===== src/rtl/adpp_regs.vh =====
// Register offsets, field positions, reset values and timing counts of the post-processor
`ifndef ADPP_REGS_VH
`define ADPP_REGS_VH

// ==========================================================
// Register offsets (byte addresses)
`define ADPP_ADDR_CTRL 8'h00
`define ADPP_ADDR_GAIN 8'h04
`define ADPP_ADDR_WINDOW 8'h08
`define ADPP_ADDR_STATUS 8'h0C

// ==========================================================
// Control register fields
`define ADPP_CTRL_FAST_OFF 0
`define ADPP_CTRL_TRIM_EN 1
`define ADPP_CTRL_TRIM_HOLD 2
`define ADPP_CTRL_FULL_SLEEP 3
`define ADPP_CTRL_CONV_SLEEP 4
`define ADPP_CTRL_TWOS 5
`define ADPP_CTRL_WIDTH 6
`define ADPP_CTRL_RESET 6'h00

// ==========================================================
// Gain and window fields
`define ADPP_GAIN_WIDTH 4
`define ADPP_GAIN_RESET 4'h0
`define ADPP_GAIN_MAX 4'hC
`define ADPP_WIN_WIDTH 4
`define ADPP_WIN_RESET 4'h0
`define ADPP_WIN_MAX 4'hB

// ==========================================================
// Status register fields
`define ADPP_STAT_FAST 0
`define ADPP_STAT_VALID 1
`define ADPP_STAT_CORE_PD 2
`define ADPP_STAT_WIN_LSB 4
`define ADPP_STAT_EST_LSB 16

// ==========================================================
// Datapath constants
`define ADPP_FAST_LATENCY 10
`define ADPP_PROC_EXTRA 3
`define ADPP_COEF_FRAC 12
`define ADPP_TRIM_LIMIT 8'h52
`define ADPP_BASE_SHIFT 20

// ==========================================================
// Timing
`define ADPP_CLK_NS 20
`define ADPP_FULL_WAKE_NS 100000
`define ADPP_CONVERTER_SLEEP_WAKE_NS 5000
`define ADPP_FULL_WAKE_CYC ((`ADPP_FULL_WAKE_NS + `ADPP_CLK_NS - 1) / `ADPP_CLK_NS)
`define ADPP_CONVERTER_SLEEP_WAKE_CYC ((`ADPP_CONVERTER_SLEEP_WAKE_NS + `ADPP_CLK_NS - 1) / `ADPP_CLK_NS)

`endif


===== src/rtl/adpp_postproc.v =====
// Converter post-processing: fast path, gain, dc trim loop, sleep control and register port
`timescale 1ns/1ps
`include "adpp_regs.vh"

module adpp_postproc #(
  parameter W = 14,
  parameter BASE_SHIFT = `ADPP_BASE_SHIFT,
  parameter FULL_WAKE_CYC = `ADPP_FULL_WAKE_CYC,
  parameter CONVERTER_SLEEP_WAKE_CYC = `ADPP_CONVERTER_SLEEP_WAKE_CYC
) (
  input wire I_CLK,
  input wire I_RESET,
  input wire [7:0] I_ADDR,
  input wire [31:0] I_WDATA,
  input wire I_WR,
  input wire I_RD,
  input wire [W-1:0] I_SAMPLE,
  output reg [31:0] O_RDATA,
  output reg [W-1:0] O_DATA,
  output reg O_DATA_OE,
  output reg O_DATA_VALID,
  output reg O_CORE_PD,
  output reg O_REF_PD
);

  localparam ACC_W = W + BASE_SHIFT + 12;
  localparam WAKE_W = 16;
  localparam [W-1:0] POS_FS = {1'b0, {(W-1){1'b1}}};
  localparam [W-1:0] NEG_FS = {1'b1, {(W-1){1'b0}}};
  localparam LAT_FAST = `ADPP_FAST_LATENCY;

  // ==========================================================
  // Gain coefficient table, 0.5 dB per code, Q.12
  function [14:0] gain_coef;
    input [3:0] code;
    begin
      case (code)
        4'h0: gain_coef = 15'h1000;
        4'h1: gain_coef = 15'h10F3;
        4'h2: gain_coef = 15'h11F4;
        4'h3: gain_coef = 15'h1304;
        4'h4: gain_coef = 15'h1425;
        4'h5: gain_coef = 15'h1556;
        4'h6: gain_coef = 15'h169A;
        4'h7: gain_coef = 15'h17F1;
        4'h8: gain_coef = 15'h195C;
        4'h9: gain_coef = 15'h1ADC;
        4'hA: gain_coef = 15'h1C74;
        4'hB: gain_coef = 15'h1E23;
        default: gain_coef = 15'h2000;
      endcase
    end
  endfunction

  // ==========================================================
  // Offset binary and signed codes differ only in the top bit
  function [W-1:0] flip_msb;
    input [W-1:0] code;
    begin
      flip_msb = {~code[W-1], code[W-2:0]};
    end
  endfunction

  // ==========================================================
  // Legal window codes; reserved ones must never reach the loop
  function win_legal;
    input [3:0] code;
    begin
      if (code <= `ADPP_WIN_MAX) begin
        win_legal = 1'b1;
      end else begin
        win_legal = 1'b0;
      end
    end
  endfunction

  // ==========================================================
  // Registers
  reg [`ADPP_CTRL_WIDTH-1:0] ctrl_reg;
  reg [`ADPP_GAIN_WIDTH-1:0] gain_reg;
  reg [`ADPP_WIN_WIDTH-1:0] win_reg;
  wire fast_path = ~ctrl_reg[`ADPP_CTRL_FAST_OFF];
  wire trim_on = ctrl_reg[`ADPP_CTRL_TRIM_EN] & ~fast_path;
  wire trim_hold = ctrl_reg[`ADPP_CTRL_TRIM_HOLD];
  wire full_sleep = ctrl_reg[`ADPP_CTRL_FULL_SLEEP];
  wire conv_sleep = ctrl_reg[`ADPP_CTRL_CONV_SLEEP];
  wire twos = ctrl_reg[`ADPP_CTRL_TWOS];

  always @(posedge I_CLK or posedge I_RESET) begin
    if (I_RESET) begin
      ctrl_reg <= `ADPP_CTRL_RESET;
      gain_reg <= `ADPP_GAIN_RESET;
      win_reg <= `ADPP_WIN_RESET;
    end else if (I_WR) begin
      case (I_ADDR)
        `ADPP_ADDR_CTRL: begin
          ctrl_reg <= I_WDATA[`ADPP_CTRL_WIDTH-1:0];
        end
        `ADPP_ADDR_GAIN: begin
          gain_reg <= I_WDATA[`ADPP_GAIN_WIDTH-1:0];
        end
        `ADPP_ADDR_WINDOW: begin
          // Reserved codes are dropped so the loop never runs undefined
          if (win_legal(I_WDATA[`ADPP_WIN_WIDTH-1:0])) begin
            win_reg <= I_WDATA[`ADPP_WIN_WIDTH-1:0];
          end
        end
        default: begin
        end
      endcase
    end
  end

  // ==========================================================
  // Raw delay line, nine stages ahead of the output register
  reg [W-1:0] dly_reg [0:LAT_FAST-2];
  always @(posedge I_CLK or posedge I_RESET) begin
    if (I_RESET) begin
      dly_reg[0] <= {W{1'b0}};
    end else begin
      dly_reg[0] <= I_SAMPLE;
    end
  end
  genvar gi;
  generate
    for (gi = 1; gi < LAT_FAST - 1; gi = gi + 1) begin : g_dly
      always @(posedge I_CLK or posedge I_RESET) begin
        if (I_RESET) begin
          dly_reg[gi] <= {W{1'b0}};
        end else begin
          dly_reg[gi] <= dly_reg[gi-1];
        end
      end
    end
  endgenerate
  wire [W-1:0] raw = dly_reg[LAT_FAST-2];
  wire signed [W-1:0] raw_s = flip_msb(raw);

  // ==========================================================
  // Dc trim loop: leaky integrator, time constant 2^(BASE_SHIFT+window)
  // Limitation: the estimate needs several time constants to settle, so
  // holding too early freezes a partly built estimate
  reg signed [ACC_W-1:0] acc_reg;
  reg signed [W-1:0] est_reg;
  wire [5:0] shift = BASE_SHIFT[5:0] + {2'b00, win_reg};
  wire signed [ACC_W-1:0] acc_est = acc_reg >>> shift;
  wire signed [ACC_W-1:0] acc_next = acc_reg + {{(ACC_W-W){raw_s[W-1]}}, raw_s} - acc_est;
  wire signed [ACC_W-1:0] lim_p = {{(ACC_W-8){1'b0}}, `ADPP_TRIM_LIMIT};
  wire signed [ACC_W-1:0] lim_n = -lim_p;
  reg signed [W-1:0] est_next;
  always @* begin
    if (acc_est > lim_p) begin
      est_next = lim_p[W-1:0];
    end else if (acc_est < lim_n) begin
      est_next = lim_n[W-1:0];
    end else begin
      est_next = acc_est[W-1:0];
    end
  end

  always @(posedge I_CLK or posedge I_RESET) begin
    if (I_RESET) begin
      acc_reg <= {ACC_W{1'b0}};
      est_reg <= {W{1'b0}};
    end else if (!trim_on) begin
      acc_reg <= {ACC_W{1'b0}};
      est_reg <= {W{1'b0}};
    end else if (!trim_hold) begin
      acc_reg <= acc_next;
      est_reg <= est_next;
    end
    // Holding keeps est_reg, still subtracted below
  end

  // ==========================================================
  // Processing pipeline: subtract, scale, saturate
  reg signed [W:0] p1_reg;
  reg signed [W+3:0] p2_reg;
  reg [W-1:0] p3_reg;
  wire signed [W:0] diff = {raw_s[W-1], raw_s} - {est_reg[W-1], est_reg};
  wire signed [W+15:0] prod = p1_reg * $signed({1'b0, gain_coef(gain_reg)});
  wire signed [W+15:0] scaled = prod >>> `ADPP_COEF_FRAC;
  wire signed [W+3:0] pos_lim = {{4{1'b0}}, POS_FS};
  wire signed [W+3:0] neg_lim = {{4{1'b1}}, NEG_FS};
  reg [W-1:0] sat;
  always @* begin
    if (p2_reg > pos_lim) begin
      sat = POS_FS;
    end else if (p2_reg < neg_lim) begin
      sat = NEG_FS;
    end else begin
      sat = p2_reg[W-1:0];
    end
  end

  always @(posedge I_CLK or posedge I_RESET) begin
    if (I_RESET) begin
      p1_reg <= {(W+1){1'b0}};
      p2_reg <= {(W+4){1'b0}};
      p3_reg <= {W{1'b0}};
    end else begin
      p1_reg <= trim_on ? diff : {raw_s[W-1], raw_s};
      p2_reg <= scaled[W+3:0];
      p3_reg <= sat;
    end
  end

  // ==========================================================
  // Sleep control and wake-up counter
  reg [WAKE_W-1:0] wake_cnt_reg;
  reg full_prev_reg;
  reg conv_prev_reg;
  wire full_rel = full_prev_reg & ~full_sleep;
  wire conv_rel = conv_prev_reg & ~conv_sleep;
  // Previous sleep bits mark the cycle in which a sleep is released
  always @(posedge I_CLK or posedge I_RESET) begin
    if (I_RESET) begin
      full_prev_reg <= 1'b0;
      conv_prev_reg <= 1'b0;
    end else begin
      full_prev_reg <= full_sleep;
      conv_prev_reg <= conv_sleep;
    end
  end

  always @(posedge I_CLK or posedge I_RESET) begin
    if (I_RESET) begin
      wake_cnt_reg <= {WAKE_W{1'b0}};
    end else begin
      if (full_sleep || conv_sleep) begin
        wake_cnt_reg <= {WAKE_W{1'b0}};
      end else if (full_rel) begin
        wake_cnt_reg <= FULL_WAKE_CYC[WAKE_W-1:0];
      end else if (conv_rel) begin
        wake_cnt_reg <= CONVERTER_SLEEP_WAKE_CYC[WAKE_W-1:0];
      end else if (wake_cnt_reg != {WAKE_W{1'b0}}) begin
        wake_cnt_reg <= wake_cnt_reg - 1'b1;
      end
    end
  end
  wire awake = ~full_sleep & ~conv_sleep & ~full_rel & ~conv_rel &
               (wake_cnt_reg == {WAKE_W{1'b0}});

  // ==========================================================
  // Output registers
  wire [W-1:0] sel = fast_path ? flip_msb(raw) : p3_reg;
  always @(posedge I_CLK or posedge I_RESET) begin
    if (I_RESET) begin
      O_DATA <= {W{1'b0}};
    end else begin
      // Format applies on both paths; sel is held signed here
      O_DATA <= twos ? sel : flip_msb(sel);
    end
  end

  // ==========================================================
  // Power and valid flags
  always @(posedge I_CLK or posedge I_RESET) begin
    if (I_RESET) begin
      O_DATA_OE <= 1'b0;
      O_DATA_VALID <= 1'b0;
      O_CORE_PD <= 1'b0;
      O_REF_PD <= 1'b0;
    end else begin
      O_DATA_OE <= ~full_sleep;
      O_DATA_VALID <= awake;
      O_CORE_PD <= full_sleep | conv_sleep;
      O_REF_PD <= full_sleep;
    end
  end

  // ==========================================================
  // Status word, assembled apart from the read mux
  reg [31:0] status_word;
  always @* begin
    status_word = 32'h00000000;
    status_word[`ADPP_STAT_FAST] = fast_path;
    status_word[`ADPP_STAT_VALID] = O_DATA_VALID;
    status_word[`ADPP_STAT_CORE_PD] = O_CORE_PD;
    status_word[`ADPP_STAT_WIN_LSB +: `ADPP_WIN_WIDTH] = win_reg;
    status_word[`ADPP_STAT_EST_LSB +: 16] = {{(16-W){est_reg[W-1]}}, est_reg};
  end

  // ==========================================================
  // Register read port, data one cycle after the strobe
  always @(posedge I_CLK or posedge I_RESET) begin
    if (I_RESET) begin
      O_RDATA <= 32'h00000000;
    end else if (I_RD) begin
      case (I_ADDR)
        `ADPP_ADDR_CTRL: begin
          O_RDATA <= {{(32-`ADPP_CTRL_WIDTH){1'b0}}, ctrl_reg};
        end
        `ADPP_ADDR_GAIN: begin
          O_RDATA <= {{(32-`ADPP_GAIN_WIDTH){1'b0}}, gain_reg};
        end
        `ADPP_ADDR_WINDOW: begin
          O_RDATA <= {{(32-`ADPP_WIN_WIDTH){1'b0}}, win_reg};
        end
        `ADPP_ADDR_STATUS: begin
          O_RDATA <= status_word;
        end
        default: begin
          O_RDATA <= 32'h00000000;
        end
      endcase
    end else begin
      O_RDATA <= 32'h00000000;
    end
  end

endmodule


===== config.mk =====
export PLATFORM = sky130hd
export DESIGN_NAME = adpp_postproc
export DESIGN_NICKNAME = d
export VERILOG_FILES = /design/src/rtl/adpp_postproc.v
export VERILOG_INCLUDE_DIRS = /design/src /design/src/rtl
export SDC_FILE = /design/constraint.sdc
export NUM_CORES = 1
export LEC_CHECK = 0
export ABC_CLOCK_PERIOD_IN_PS = 17750
export BUFFER_PORTS_ARGS = -buffer_cell sky130_fd_sc_hd__buf_2
export CORE_MARGIN = 4
export CORE_UTILIZATION = 55
export DETAILED_ROUTE_END_ITERATION = 7
export GPL_TIMING_DRIVEN = 1
export PLACE_DENSITY = 0.73
export RECOVER_POWER = 50
export SETUP_SLACK_MARGIN = 0.02
export SKIP_CTS_REPAIR_TIMING = 1
export SYNTH_ARGS = -nofsm -noshare
export SYNTH_HDL_FRONTEND = slang
export SYNTH_SLANG_ARGS = --single-unit
export TNS_END_PERCENT = 30

===== constraint.sdc =====
create_clock -name I_CLK -period 17.75 [get_ports I_CLK]
set_clock_uncertainty 0.05 [all_clocks]
set_input_delay 2.6625 -clock I_CLK [delete_from_list [all_inputs] [get_ports I_CLK]]
set_output_delay 2.6625 -clock I_CLK [all_outputs]
set_load 0.1 [all_outputs]

; ---- Yosys cells after proc, flatten, opt, wreduce, memory -nomap -nowiden
; Memories as Yosys holds them, arrays and structs flattened.
; Cells that the tools add are included.
[classes]
add_sub_neg = 5
multipliers = 1
order_cmp = 5
n_eq_ne = 4
shifts = 1
n_mux = 20
n_bitwise = 15
n_reduce_logical = 8
[op_table]
columns = cell, count
row1 = $pmux 32 s4, 1
row2 = $mux 14, 8
row3 = $mux 46, 2
row4 = $mux 16, 4
row5 = $add 46x46->46, 1
row6 = $gt 46x8->1 const B, 1
row7 = $lt 46x8->1 const B, 1
row8 = $sshr 46x6->46, 1
row9 = $sub 46x46->46, 1
row10 = $mux 32, 1
row11 = $mul 15x16->30, 1
row12 = $gt 18x14->1 const B, 1
row13 = $lt 18x14->1 const B, 1
row14 = $eq 8x4->1 const B, 2
row15 = $logic_not 16->1, 1
row16 = $reduce_bool 16->1, 1
row17 = $sub 16x1->16 const B, 1
row18 = $mux 15, 1
row19 = $sub 14x14->15, 1
row20 = $eq 8x3->1 const B, 1
row21 = $logic_not 8->1, 1
row22 = $and 1x1->1, 7
row23 = $not 1->1, 7
row24 = $add 5x4->6 const A, 1
row25 = other kinds (8), 11
[totals]
regBits = 314
romBits = 224
in_bits = 58
output_inout_bits = 50
elab_cells = 85
n_memories = 1
[mem_list]
columns = memory, words, width, rd, rd_ports_with_merged_regs, wr, line_no
row1 = (no name shown), 16, 14, 1, 0, 0, adpp_postproc.v:37  ; case (code)

; ---- Longest topological paths before layout
[depth]
word_depth = 7
ltp_mapped = 30
mapped_depth_nobuf = 29

; ---- Worst setup path after synthesis
; No wires, ideal clock.
[synth_path]
path_type = register to register
from = register gain_reg[0]
to = register p2_reg[17]
setup_ns = 0.127
t_arrival_ns = 7.231
t_required_ns = 17.573
path_slack_ns = 10.342
stages_incl_launch_ff = 29
path_buffers = 1
period_less_slack_ns = 7.408
cell_sequence = dfrtp_1 inv_1 ha_1 xnor2_1 o21ai_0 clkbuf_1 nand2_1 fa_1 inv_1 fa_1 inv_1 fa_1 inv_1 fa_1 fa_1 inv_1 fa_1 inv_1 ha_1 a211oi_1 nand3_1 o22ai_1 a31oi_1 a31oi_1 o21a_1 o21ai_0 a2111oi_0 o31ai_1 xnor2_1
[synth_via]
elab_chain_len = 2
[synth_rtl]
columns = element, line_no
row1 = from (decl), adpp_postproc.v:80  ; reg [`ADPP_GAIN_WIDTH-1:0] gain_reg;
row2 = from (signal assigned), adpp_postproc.v:92  ; gain_reg <= `ADPP_GAIN_RESET;
row3 = from (signal assigned), adpp_postproc.v:100  ; gain_reg <= I_WDATA[`ADPP_GAIN_WIDTH-1:0];
row4 = $mem_v2 16x14, -
row5 = $mul 15x16->30, adpp_postproc.v:181  ; wire signed [W+15:0] prod = p1_reg * $signed({1'b0, gain_coef(gain_reg)});
row6 = net prod[29], adpp_postproc.v:181
row7 = to (signal assigned), adpp_postproc.v:199  ; p2_reg <= {(W+4){1'b0}};
row8 = to (signal assigned), adpp_postproc.v:203  ; p2_reg <= scaled[W+3:0];
row9 = to (decl), adpp_postproc.v:178  ; reg signed [W+3:0] p2_reg;
; The timed path passes the listed nets, and every way through them passes these cells.
; A chain may end at the register's enable or synchronous reset.

; ---- Worst setup path after layout
[layout_path]
from = register gain_reg[1]
to = register p2_reg[17]
; The elaborated chain is that of the path after synthesis.

==> impl_results.md <==
* Max Slew Vio Count at 184
* Number of global-route vias before repair at 17600
* DRC Markers at 0
* Clk_lat worst skew at 0.58 ns
* I/O Pins at 108
* Routed WL at 57200 um
* Rel. slew slack at -268%
* Utilization after layout at 60.4%
* Max H-tree Level at 2
* Non-Filler Instances at 2885
* Die height at 214 um
* Root buf cell: clkbuf_16
* PortBufs at 73
* CP bufs+invs at 6
* Largest net degree at the start of global routing at 131
* CTS buffer count at 36
* Critical path class: flop to flop
* Leak at 12.2 nW
* Initial antenna violation count at 0
* Run status: finished, violations left
* Final setup fails at 0
* Worst path slowest cell: a2111oi_0
* Largest register FFs at 112
* Setup ws final at 8.82 ns
* Fraction of layout cells with a size suffix above 1 at 10.4%
* FF-to-FF setup slack at 8.82 ns
* Width of the die at 214 um
* Placed Area at 0.0240 mm2
* CTS tree: yes
* RSZ-0062 raised after global routing: false
* VDD IR max at 0.000109 V
* Post-synth EDFFs at 0
* # diodes at 0
* Placed cells at 2819
* CP top delay family: adder cells
* Post-DRT Antenna Nets at 0
* Worst setup SP type: flop
* Post-synthesis sequential area ratio at 32.6%
* Pre-CTS setup slack at 8.88 ns
* Async SR Flop Fraction at 100%
* Gate Count Post-Synth at 2291
* Area delta synth->final at 8.61%
* GR Overflow Total at 0
* Fin crit share at 50.3%
* Clock transition at the registers of the reported paths at 0.06 ns
* Synth warn at 0
* Mapped cell area at 0.0233 mm2
* Core area at 0.0419 mm2
* Max-cap viol count at 2
* Count of final hold-check violations at 0
* Fillers at 3398
* Setup TNS at 0 ns
* Die area at 0.0458 mm2
* Register Area at 0.00761 mm2
* Layout net count at 2753
* Largest stage delay, worst path at 0.72 ns
* Critical Path RT at 18.16 ns
* Initial Util at 55.6%
* Min Hold Slack at 0.292 ns
* Final min period at 8.93 ns
* Clk sinks at 304
* First-pass GRT wire length at 94400 um
* DR iter-0 viols at 1245
* Site Rows at 75
* Max clock buf depth at 3
* Crit end category: flop
* Power Density at 94.4 mW/mm2
* Final Wtd Congestion at 0.986
* CP most frequent cell: fa_1
* Yosys reg bits at 304
* Critical path arrival at 9.34 ns
* HPWL Detailed at 42100 um
* Gr usage total at 25.4%
* Post-Syn Area per Cell at 10.2 um2
* Finished Cell Area at 0.0253 mm2
* Worst-path fanout max at 10
* Overall power at 2.39 mW
* Main flop type after synthesis: dfrtp_1
* Vias per inst at 5.84
* Pre-antenna DRT Iters at 6
* Synth unique cells at 76
* WL per Instance at 19.8 um
* Violated checks: max-capacitance violations, max-slew violations
* Worst-Margin Slew at 5.48 ns
* Fmax at 0.112 GHz
* Worst min path class: flop to flop
* Multi-input logic area at 0.0142 mm2
* Vias at 16900
## Yosys cell counts, drive strengths merged, types with 6 or more instances
master / n / area, um2
a211oi: 17 / 128
a21boi: 6 / 45.0
a21o: 31 / 233
a21oi: 121 / 606
a31oi: 18 / 113
and2: 91 / 572
and3: 17 / 106
buf: 36 / 241
clkbuf: 78 / 293
dfrtp: 304 / 7610
fa: 200 / 4000
ha: 177 / 2210
inv: 268 / 1010
mux2: 33 / 372
mux2i: 33 / 330
mux4: 45 / 1050
nand2: 235 / 882
nand2b: 13 / 88.8
nand3: 36 / 180
nand4: 14 / 87.6
nor2: 144 / 543
nor2b: 18 / 113
nor3: 35 / 175
nor4: 9 / 86.3
nor4b: 7 / 61.3
o211ai: 8 / 60.1
o21a: 27 / 203
o21ai: 87 / 439
o21bai: 13 / 97.6
o31ai: 15 / 113
or2: 10 / 62.6
or3: 13 / 81.3
xnor2: 43 / 377
xor2: 21 / 184
## report_power, final
part,switching (mW),internal [mW]
sequential,0.0327,0.747
clock,0.324,0.475
combinational,0.495,0.319
## cells by family after synthesis
group | after synthesis | share of synthesized area, %
AO/OA/AOI/OAI | 387 | 10.4
XOR/XNOR | 64 | 2.40
adder cells (fa/ha/maj) | 377 | 26.7
buffers and inverters | 383 | 6.62
flip-flops | 304 | 32.6
multiplexers | 111 | 7.51
other | 1 | 0.0161
AND/OR/NAND/NOR | 664 | 13.8
## final timing paths
kind / start / to / cells past startpoint
setup / recovery: gain_reg[1] / p2_reg[17] / 28
setup reg to reg: gain_reg[1] / p2_reg[17] / 28
hold reg to reg: dly_reg[15] / raw[1] / 0
min in group asynchronous: I_RESET / raw[8] / 2
max in group asynchronous: I_RESET / O_RDATA[3] / 4
hold / removal: dly_reg[15] / raw[1] / 0
## layout make-up
type                    instances  area share, %
clock inverters                19           1.27
flip-flops and latches        304           30.0
multi-input cells            1611           56.1
inverters                     269           3.99
clock buffers                  47           3.88
well taps                     539           2.66
repair buffers                 96           2.11
## placed cells by master, fill, tap and decap left out, drive strengths merged, types with 14 or more instances in the layout
master  instances
a211oi         17
a21o           31
a21oi         121
a31oi          18
and2           91
and3           17
buf            95
clkbuf         48
dfrtp         304
fa            200
ha            177
inv           270
mux2           33
mux2i          33
mux4           45
nand2         235
nand3          36
nand4          14
nor2          144
nor2b          18
nor3           35
o21a           27
o21ai          87
o31ai          15
xnor2          43
xor2           21
## per-layer routing
metal	share of wire [%]	routed length, um	global-route usage (%)
met4	2.8	1610	7.00
met1	44	25400	36.8
met3	6.7	3860	3.89
met2	46	26300	40.4
met5	0	0	0
(Power assumes the default switching activity.)
